### src/dei_pkg.sv
// Constants for the error interrupt aggregator
package dei_pkg;

    // Register indices as printed; byte address is four times the index
    localparam logic [7:0]  IDX_IRQ_CTRL      = 8'he0;
    localparam logic [7:0]  IDX_CHAN_A_MASK   = 8'he1;
    localparam logic [7:0]  IDX_CHAN_B_MASK   = 8'he2;
    localparam logic [7:0]  IDX_CHAN_A_FLAGS  = 8'he5;
    localparam logic [7:0]  IDX_CHAN_B_FLAGS  = 8'he6;

    localparam int unsigned ADDR_W            = 12;
    localparam int unsigned DATA_W            = 32;
    localparam int unsigned REG_W             = 8;

    localparam logic [11:0] ADDR_IRQ_CTRL     = {2'h0, IDX_IRQ_CTRL, 2'h0};
    localparam logic [11:0] ADDR_CHAN_A_MASK  = {2'h0, IDX_CHAN_A_MASK, 2'h0};
    localparam logic [11:0] ADDR_CHAN_B_MASK  = {2'h0, IDX_CHAN_B_MASK, 2'h0};
    localparam logic [11:0] ADDR_CHAN_A_FLAGS = {2'h0, IDX_CHAN_A_FLAGS, 2'h0};
    localparam logic [11:0] ADDR_CHAN_B_FLAGS = {2'h0, IDX_CHAN_B_FLAGS, 2'h0};

    // Field positions
    localparam int unsigned IRQ_EN_BIT        = 0;
    localparam int unsigned PLL_BIT           = 0;
    localparam int unsigned FAULT_LO          = 2;
    localparam int unsigned FAULT_N           = 6;
    localparam int unsigned SYNC_BIT          = 7;
    localparam int unsigned CHECKSUM_BIT      = 6;
    localparam int unsigned UNCORR_BIT        = 5;
    localparam int unsigned CORR_BIT          = 4;
    localparam int unsigned PROTOCOL_BIT      = 3;
    localparam int unsigned LEADER_BIT        = 2;

    // Writable bits of each register
    localparam logic [7:0]  CTRL_WMASK        = 8'h01;
    localparam logic [7:0]  MASK_A_WMASK      = 8'hfd;
    localparam logic [7:0]  MASK_B_WMASK      = 8'hfc;

    // Reset values
    localparam logic [7:0]  CTRL_RESET        = 8'h00;
    localparam logic [7:0]  MASK_RESET        = 8'h00;
    localparam logic        PLL_FLAG_RESET    = 1'h1;
    localparam logic        FAULT_FLAG_RESET  = 1'h0;

    // AXI responses
    localparam logic [1:0]  RESP_OKAY         = 2'h0;
    localparam logic [1:0]  RESP_SLVERR       = 2'h2;

endpackage : dei_pkg

### src/dei_irq_top.sv
// Error flag aggregator with AXI4-Lite registers and interrupt pin
//
// Functional notes
// (RL1) Global enable off: interrupt pin floats.
// (RL2) Enabled: pin high on set, unmasked flag.
// (RL3) Enabled, nothing pending: pin driven low.
// (RL4) Per-source mask bits gate channel flags.
// (RL5) Channel A mask bit 0 gates lock loss.
// (RL6) Same bit layout for both channel registers.
// (RL7) Sync fault sets bit 7.
// (RL8) Checksum fault sets bit 6.
// (RL9) Uncorrectable header fault sets bit 5.
// (RL10) Corrected header fault sets bit 4.
// (RL11) Low-level protocol fault sets bit 3.
// (RL12) Leader sequence fault sets bit 2.
// (RL13) Lock loss sets bit 0; resets set.
// (RL14) Flags hold until host writes one.
//
// The AXI4-Lite interface to the registers was chosen for this implementation.
`timescale 1ns/100ps
module dei_irq_top (
    input  wire logic                    clk_in,
    input  wire logic                    sys_rst_in,
    input  wire logic [dei_pkg::ADDR_W-1:0] s_axi_awaddr_in,
    input  wire logic                    s_axi_awvalid_in,
    output logic                         s_axi_awready_out,
    input  wire logic [dei_pkg::DATA_W-1:0] s_axi_wdata_in,
    input  wire logic [3:0]              s_axi_wstrb_in,
    input  wire logic                    s_axi_wvalid_in,
    output logic                         s_axi_wready_out,
    output logic [1:0]                   s_axi_bresp_out,
    output logic                         s_axi_bvalid_out,
    input  wire logic                    s_axi_bready_in,
    input  wire logic [dei_pkg::ADDR_W-1:0] s_axi_araddr_in,
    input  wire logic                    s_axi_arvalid_in,
    output logic                         s_axi_arready_out,
    output logic [dei_pkg::DATA_W-1:0]   s_axi_rdata_out,
    output logic [1:0]                   s_axi_rresp_out,
    output logic                         s_axi_rvalid_out,
    input  wire logic                    s_axi_rready_in,
    input  wire logic                    chan_a_sync_fault_in,
    input  wire logic                    chan_a_checksum_fault_in,
    input  wire logic                    chan_a_uncorrectable_header_fault_in,
    input  wire logic                    chan_a_corrected_header_fault_in,
    input  wire logic                    chan_a_protocol_fault_in,
    input  wire logic                    chan_a_leader_fault_in,
    input  wire logic                    chan_b_sync_fault_in,
    input  wire logic                    chan_b_checksum_fault_in,
    input  wire logic                    chan_b_uncorrectable_header_fault_in,
    input  wire logic                    chan_b_corrected_header_fault_in,
    input  wire logic                    chan_b_protocol_fault_in,
    input  wire logic                    chan_b_leader_fault_in,
    input  wire logic                    pll_lock_in,
    output logic                         irq_out,
    output logic                         irq_oe_out
);
    import dei_pkg::*;

    ////////////////////////////////////////////////////////////////////////
    // Declarations

    logic [ADDR_W-1:0] aw_addr_reg;
    logic              aw_held_reg;
    logic              aw_held_next;
    logic              awready_reg;
    logic [REG_W-1:0]  w_data_reg;
    logic              w_lane_reg;
    logic              w_held_reg;
    logic              w_held_next;
    logic              wready_reg;
    logic              bvalid_reg;
    logic              bvalid_next;
    logic [1:0]        bresp_reg;
    logic              arready_reg;
    logic              rvalid_reg;
    logic              rvalid_next;
    logic [REG_W-1:0]  rdata_reg;
    logic [1:0]        rresp_reg;

    logic [REG_W-1:0]  ctrl_reg;
    logic [REG_W-1:0]  ctrl_next;
    logic [REG_W-1:0]  mask_a_reg;
    logic [REG_W-1:0]  mask_a_next;
    logic [REG_W-1:0]  mask_b_reg;
    logic [REG_W-1:0]  mask_b_next;
    logic              irq_reg;
    logic              irq_oe_reg;

    logic              lock_meta_reg;
    logic              lock_sync_reg;
    logic              lock_prev_reg;

    wire logic              aw_take;
    wire logic              w_take;
    wire logic              wr_fire;
    wire logic              ar_take;
    wire logic              wr_ctrl;
    wire logic              wr_mask_a;
    wire logic              wr_mask_b;
    wire logic              wr_flags_a;
    wire logic              wr_flags_b;
    wire logic              wr_mapped;
    wire logic              rd_mapped;
    wire logic [REG_W-1:0]  rd_mux;
    wire logic [REG_W-1:0]  clr_a;
    wire logic [REG_W-1:0]  clr_b;
    wire logic [REG_W-1:0]  flags_a;
    wire logic [REG_W-1:0]  flags_b;
    wire logic [FAULT_N-1:0] fault_a;
    wire logic [FAULT_N-1:0] fault_b;
    wire logic              lock_drop;
    wire logic              pending;

    ////////////////////////////////////////////////////////////////////////
    // AXI4-Lite handshakes

    assign aw_take  = s_axi_awvalid_in & awready_reg;
    assign w_take   = s_axi_wvalid_in & wready_reg;
    // Response must drain before the next write takes effect
    assign wr_fire  = aw_held_reg & w_held_reg & ~bvalid_reg;
    assign ar_take  = s_axi_arvalid_in & arready_reg;

    assign aw_held_next = aw_take | (aw_held_reg & ~wr_fire);
    assign w_held_next  = w_take | (w_held_reg & ~wr_fire);
    assign bvalid_next  = wr_fire | (bvalid_reg & ~s_axi_bready_in);
    assign rvalid_next  = ar_take | (rvalid_reg & ~s_axi_rready_in);

    assign wr_ctrl    = wr_fire & w_lane_reg & (aw_addr_reg == ADDR_IRQ_CTRL);
    assign wr_mask_a  = wr_fire & w_lane_reg &
                        (aw_addr_reg == ADDR_CHAN_A_MASK);
    assign wr_mask_b  = wr_fire & w_lane_reg &
                        (aw_addr_reg == ADDR_CHAN_B_MASK);
    assign wr_flags_a = wr_fire & w_lane_reg &
                        (aw_addr_reg == ADDR_CHAN_A_FLAGS);
    assign wr_flags_b = wr_fire & w_lane_reg &
                        (aw_addr_reg == ADDR_CHAN_B_FLAGS);
    assign wr_mapped  = (aw_addr_reg == ADDR_IRQ_CTRL) |
                        (aw_addr_reg == ADDR_CHAN_A_MASK) |
                        (aw_addr_reg == ADDR_CHAN_B_MASK) |
                        (aw_addr_reg == ADDR_CHAN_A_FLAGS) |
                        (aw_addr_reg == ADDR_CHAN_B_FLAGS);

    assign rd_mapped = (s_axi_araddr_in == ADDR_IRQ_CTRL) |
                       (s_axi_araddr_in == ADDR_CHAN_A_MASK) |
                       (s_axi_araddr_in == ADDR_CHAN_B_MASK) |
                       (s_axi_araddr_in == ADDR_CHAN_A_FLAGS) |
                       (s_axi_araddr_in == ADDR_CHAN_B_FLAGS);
    // RL6 same layout readback
    assign rd_mux =
        (s_axi_araddr_in == ADDR_IRQ_CTRL)     ? ctrl_reg   :
        (s_axi_araddr_in == ADDR_CHAN_A_MASK)  ? mask_a_reg :
        (s_axi_araddr_in == ADDR_CHAN_B_MASK)  ? mask_b_reg :
        (s_axi_araddr_in == ADDR_CHAN_A_FLAGS) ? flags_a    :
        (s_axi_araddr_in == ADDR_CHAN_B_FLAGS) ? flags_b    : '0;

    always_ff @(posedge clk_in) begin
        if (sys_rst_in) begin
            aw_held_reg <= 1'h0;
            awready_reg <= 1'h0;
            w_held_reg  <= 1'h0;
            wready_reg  <= 1'h0;
            bvalid_reg  <= 1'h0;
            arready_reg <= 1'h0;
            rvalid_reg  <= 1'h0;
        end else begin
            aw_held_reg <= aw_held_next;
            awready_reg <= ~aw_held_next;
            w_held_reg  <= w_held_next;
            wready_reg  <= ~w_held_next;
            bvalid_reg  <= bvalid_next;
            arready_reg <= ~rvalid_next;
            rvalid_reg  <= rvalid_next;
        end
    end

    always_ff @(posedge clk_in) begin
        if (sys_rst_in) begin
            aw_addr_reg <= '0;
            w_data_reg  <= '0;
            w_lane_reg  <= 1'h0;
            bresp_reg   <= RESP_OKAY;
            rdata_reg   <= '0;
            rresp_reg   <= RESP_OKAY;
        end else begin
            if (aw_take) begin
                aw_addr_reg <= s_axi_awaddr_in;
            end
            // Registers are one byte wide; only lane 0 matters
            if (w_take) begin
                w_data_reg <= s_axi_wdata_in[REG_W-1:0];
                w_lane_reg <= s_axi_wstrb_in[0];
            end
            if (wr_fire) begin
                bresp_reg <= wr_mapped ? RESP_OKAY : RESP_SLVERR;
            end
            if (ar_take) begin
                rdata_reg <= rd_mux;
                rresp_reg <= rd_mapped ? RESP_OKAY : RESP_SLVERR;
            end
        end
    end

    assign s_axi_awready_out = awready_reg;
    assign s_axi_wready_out  = wready_reg;
    assign s_axi_bvalid_out  = bvalid_reg;
    assign s_axi_bresp_out   = bresp_reg;
    assign s_axi_arready_out = arready_reg;
    assign s_axi_rvalid_out  = rvalid_reg;
    assign s_axi_rresp_out   = rresp_reg;
    assign s_axi_rdata_out   = {{(DATA_W-REG_W){1'h0}}, rdata_reg};

    ////////////////////////////////////////////////////////////////////////
    // Control and mask registers

    // RL4 writable mask bits
    assign ctrl_next   = wr_ctrl ? (w_data_reg & CTRL_WMASK) : ctrl_reg;
    assign mask_a_next = wr_mask_a ? (w_data_reg & MASK_A_WMASK) : mask_a_reg;
    assign mask_b_next = wr_mask_b ? (w_data_reg & MASK_B_WMASK) : mask_b_reg;

    always_ff @(posedge clk_in) begin
        if (sys_rst_in) begin
            ctrl_reg   <= CTRL_RESET;
            mask_a_reg <= MASK_RESET;
            mask_b_reg <= MASK_RESET;
        end else begin
            ctrl_reg   <= ctrl_next;
            mask_a_reg <= mask_a_next;
            mask_b_reg <= mask_b_next;
        end
    end

    ////////////////////////////////////////////////////////////////////////
    // Status flags

    // RL14 write one clears
    assign clr_a = wr_flags_a ? w_data_reg : '0;
    assign clr_b = wr_flags_b ? w_data_reg : '0;

    // RL7 to RL12 fault inputs placed from bit 2 upward
    assign fault_a = {chan_a_sync_fault_in, chan_a_checksum_fault_in,
                      chan_a_uncorrectable_header_fault_in,
                      chan_a_corrected_header_fault_in,
                      chan_a_protocol_fault_in, chan_a_leader_fault_in};
    assign fault_b = {chan_b_sync_fault_in, chan_b_checksum_fault_in,
                      chan_b_uncorrectable_header_fault_in,
                      chan_b_corrected_header_fault_in,
                      chan_b_protocol_fault_in, chan_b_leader_fault_in};

    // RL6 one layout, both channels
    genvar g;
    generate
        for (g = 0; g < FAULT_N; g = g + 1) begin : g_fault
            dei_flag_bit #(
                .RESET_VAL (FAULT_FLAG_RESET)
            ) u_flag_a (
                .clk_in     (clk_in),
                .sys_rst_in (sys_rst_in),
                .set_in     (fault_a[g]),
                .clr_in     (clr_a[g+FAULT_LO]),
                .flag_out   (flags_a[g+FAULT_LO])
            );
            dei_flag_bit #(
                .RESET_VAL (FAULT_FLAG_RESET)
            ) u_flag_b (
                .clk_in     (clk_in),
                .sys_rst_in (sys_rst_in),
                .set_in     (fault_b[g]),
                .clr_in     (clr_b[g+FAULT_LO]),
                .flag_out   (flags_b[g+FAULT_LO])
            );
        end
    endgenerate

    // Lock status comes from the PLL domain, so synchronise it first
    always_ff @(posedge clk_in) begin
        if (sys_rst_in) begin
            lock_meta_reg <= 1'h0;
            lock_sync_reg <= 1'h0;
            lock_prev_reg <= 1'h0;
        end else begin
            lock_meta_reg <= pll_lock_in;
            lock_sync_reg <= lock_meta_reg;
            lock_prev_reg <= lock_sync_reg;
        end
    end

    // RL13 locked to unlocked edge
    assign lock_drop = lock_prev_reg & ~lock_sync_reg;

    dei_flag_bit #(
        .RESET_VAL (PLL_FLAG_RESET)
    ) u_flag_pll (
        .clk_in     (clk_in),
        .sys_rst_in (sys_rst_in),
        .set_in     (lock_drop),
        .clr_in     (clr_a[PLL_BIT]),
        .flag_out   (flags_a[PLL_BIT])
    );

    // Unused bits read as zero
    assign flags_a[FAULT_LO-1]           = 1'h0;
    assign flags_b[FAULT_LO-1:0]         = 2'h0;

    ////////////////////////////////////////////////////////////////////////
    // Interrupt pin

    // RL2 RL4 RL5 masked combine
    assign pending = (|(flags_a & mask_a_reg)) | (|(flags_b & mask_b_reg));

    // RL1 RL3 enable drives or floats
    always_ff @(posedge clk_in) begin
        if (sys_rst_in) begin
            irq_reg    <= 1'h0;
            irq_oe_reg <= 1'h0;
        end else begin
            irq_reg    <= ctrl_reg[IRQ_EN_BIT] & pending;
            irq_oe_reg <= ctrl_reg[IRQ_EN_BIT];
        end
    end

    assign irq_out    = irq_reg;
    assign irq_oe_out = irq_oe_reg;
endmodule // dei_irq_top

### src/dei_flag_bit.sv
// One sticky write-1-to-clear status flag
`timescale 1ns/100ps
module dei_flag_bit #(
    parameter logic RESET_VAL = 1'h0
) (
    input  wire logic clk_in,
    input  wire logic sys_rst_in,
    input  wire logic set_in,
    input  wire logic clr_in,
    output logic      flag_out
);

    logic flag_reg;
    logic flag_next;

    // A set in the clearing cycle wins so no event is lost
    assign flag_next = set_in | (flag_reg & ~clr_in);

    always_ff @(posedge clk_in) begin
        if (sys_rst_in) begin
            flag_reg <= RESET_VAL;
        end else begin
            flag_reg <= flag_next;
        end
    end

    assign flag_out = flag_reg;

endmodule // dei_flag_bit

### config.mk
export PLATFORM = sky130hd
export DESIGN_NAME = dei_irq_top
export DESIGN_NICKNAME = d
export VERILOG_FILES = /design/src/dei_pkg.sv /design/src/dei_irq_top.sv /design/src/dei_flag_bit.sv
export SDC_FILE = /design/constraint.sdc
export NUM_CORES = 1
export LEC_CHECK = 0
export BUFFER_PORTS_ARGS = -buffer_cell sky130_fd_sc_hd__buf_2
export CAP_MARGIN = 20
export CORE_MARGIN = 5
export CORE_UTILIZATION = 44
export CTS_CLUSTER_DIAMETER = 40
export CTS_CLUSTER_SIZE = 28
export DETAILED_ROUTE_END_ITERATION = 8
export HOLD_SLACK_MARGIN = 0.1
export PLACE_DENSITY = 0.8
export REMOVE_ABC_BUFFERS = 1
export SLEW_MARGIN = 20
export SYNTH_ARGS = -nofsm -noshare
export SYNTH_HDL_FRONTEND = slang
export SYNTH_SLANG_ARGS = --single-unit
### constraint.sdc
create_clock -name clk_in -period 1.86 [get_ports clk_in]
set_input_delay 0.279 -clock clk_in [delete_from_list [all_inputs] [get_ports clk_in]]
set_output_delay 0.279 -clock clk_in [all_outputs]
set_load 0.005 [all_outputs]
==> flow_metrics.py <==
metrics = {
    "critical_path": {
        "critPathKind": "flop to flop",
        "crit_slowest_cell": "and3_4",
        "timing.rr.start": "aw_addr_reg[5]",
        "path_buf_inv": 0,
        "crit_family": "simple AND/OR/NAND/NOR gates",
        "cpPeakStageDelay_ns": 0.35,
        "worstPathRequired_ns": 2.07,
        "critPathLaunch": "aw_addr_reg[5]",
        "cp_max_fo": 12,
        "start_kind": "flop",
        "worstPathArrival_ns": 1.75,
        "crit_path_cell_trace": "nor4b_2 -> and4_1 -> and3_4 -> a211oi_1",
        "end_kind": "flop",
    },
    "floorplanning": {
        "die_w_um": 94.4,
        "core_area_sq_um": 6870,
        "io_pins": 123,
        "die_h_um": 94.4,
        "die_area_sq_um": 8900,
        "start_util": 0.456,
        "rows": 30,
    },
    "yosys": {
        "ys_warn_count": 0,
        "ys_seq_area_frac": 0.435,
        "postSynth.asyncResetShare": 0,
        "synth_ff_type": "dfxtp_1",
        "syn_avg_cell_area_sq_um": 8.53,
        "ys_types": 45,
        "synth_edf_count": 0,
        "synthCells": 367,
        "ys_ff_latch": 68,
        "syn-cell-area_sq_um": 3130,
    },
    "routing": {
        "drt_first_pass_iters": 5,
        "ant_nets": 0,
        "first_iter_violations": 243,
        "finalWirelength_um": 7170,
        "wl_per_cell_um": 13.6,
        "drcViolationCount": 0,
        "route.vias.total": 2750,
        "routed_via_density": 5.20,
    },
    "sta": {
        "skew_ns": 0.00896,
        "finalHoldViolations": 0,
        "finalCriticalPeriod_ns": 1.54,
        "clock.fmax_mhz": 649,
        "finalMaxSlewViolations": 0,
        "setup_viol": 0,
        "tns_ns": 0,
        "setup_ws_ns": 0.319,
        "period_share": 0.828,
        "rsz0062_at_grt": "false",
    },
    "placement": {
        "dp_hpwl_um": 5340,
        "gp_congestion": 0.804,
        "pre_cts_slack_ns": 0.329,
        "io_buffers": 67,
        "placed_cell_area_sq_um": 3420,
    },
    "global_routing": {
        "grt-ovfl-total": 0,
        "grtUsageTotal": 0.164,
        "grt_max_degree": 34,
        "grt_pass1_vias": 2454,
        "grt_pass1_wl_um": 11500,
        "antenna_found_initial": 0,
    },
    "finish": {
        "nFillCells": 659,
        "stdcell_area_sq_um": 3640,
        "num_antenna_cells": 0,
        "area_delta_synth_final_pct": 16.3,
        "nets": 508,
        "drive_gt1_frac": 0.238,
        "largest_register_ffs": 12,
    },
    "cts": {
        "cts_tree": "built",
        "h-tree-depth": 3,
        "ctsResizeCount": 0,
        "cts_root_buf": "clkbuf_8",
        "numCtsBuffers": 9,
        "path_clk_slew_ns": 0.07,
        "cts_buffer_depth": 2,
        "clk_latency_ns": 0.34,
        "postCtsSetupBuffers": 0,
        "cts.sinks": 68,
        "ctsHoldBuffers": 0,
    },
    "run_status": {
        "status": "finished, final reports clean",
    },
    "run": {
        "maxCapViolCount": 0,
    },
    "power_and_ir_drop": {
        "p_per_area_nw_per_um2": 876,
        "p_leak_nw": 1.49,
        "ir_worst_vdd_mv": 0.448,
    },
    "min_path": {
        "min-delay-start": "pll_lock_in",
        "min_path_type": "primary input to flop",
    },
}
[cell type report]
class	instances	area [sq um]	area share
tap	96	120	0.0330
timing repair buffer	74	388	0.107
clock buffer	10	138	0.0378
inverter	6	22.5	0.00619
clock inverter	6	86.3	0.0237
multi-input combinational	269	1520	0.419
sequential	68	1360	0.374
[final timing paths]
check                            endpoint  slack, ns  cells past startpoint
max          g_fault[5].u_flag_a.flag_out       0.32                      4
min reg2reg                 lock_prev_reg       0.44                      2
min                         lock_meta_reg       0.14                      2
max reg2reg  g_fault[5].u_flag_a.flag_out       0.32                      4
[synthesized netlist by cell type (2+ instances only)]
library cell	number	share of area
a211oi_1	3	0.0072
a211oi_2	10	0.040
a21o_1	4	0.0096
a21oi_1	44	0.070
a221o_1	3	0.0096
a221oi_1	2	0.0056
a222oi_1	5	0.016
a22oi_1	2	0.0048
and2_1	3	0.0060
and4b_1	2	0.0064
buf_1	2	0.0024
buf_2	3	0.0048
buf_4	27	0.065
buf_6	2	0.0072
clkbuf_1	14	0.017
dfxtp_1	68	0.43
inv_1	6	0.0072
mux2i_1	2	0.0064
nand2_1	48	0.058
nand2b_1	5	0.010
nand3_1	12	0.019
nand4_1	15	0.030
nor2_1	25	0.030
nor2b_1	6	0.012
nor3_1	3	0.0048
nor3b_1	13	0.031
o21ai_0	16	0.026
o31ai_1	5	0.012
[per-stage QoR]
stage          hold WS, ns  power, W  utilization  std cells
2_1_floorplan        0.344   0.00172            -        343
6_report             0.143   0.00319        0.530        529
3_3_place_gp         0.422   0.00185        0.497        513
5_1_grt              0.156   0.00333        0.530        529
4_1_cts              0.130   0.00321        0.530        529
3_5_place_dp         0.435   0.00187        0.497        513
[layer usage]
layer / routed length [um] / GRT usage
met1: 3200 / 0.222
met2: 3170 / 0.250
met3: 650 / 0.0335
met4: 144 / 0.0758
met5: 0 / 0
[placed cells by master, fill, tap and decap left out, types with 7 or more instances in the layout]
master | Yosys | routed
a211oi_2 | 10 | 10
a21oi_1 | 44 | 44
dfxtp_1 | 68 | 68
nand4_1 | 15 | 15
o21ai_0 | 16 | 16
nand3_1 | 12 | 12
nor2_1 | 25 | 25
conb_1 | 1 | 27
buf_2 | 3 | 67
nand2_1 | 48 | 48
nor3b_1 | 13 | 13
buf_4 | 27 | 7
clkbuf_8 | 0 | 10
[cell families after synthesis]
logic type	Yosys count	synth area share
mux	2	0.00640
buf+inv	56	0.110
compound gates	99	0.213
other cells	1	0.00120
simple gates	141	0.235
flops	68	0.435
[report_power, final]
group | switching (W) | leakage, nW | internal (W)
clock network | 0.000564 | 0.113 | 0.000791
registers | 0.0000524 | 0.556 | 0.00151
logic | 0.000155 | 0.825 | 0.000117
Power figures use the tool's default switching activity.
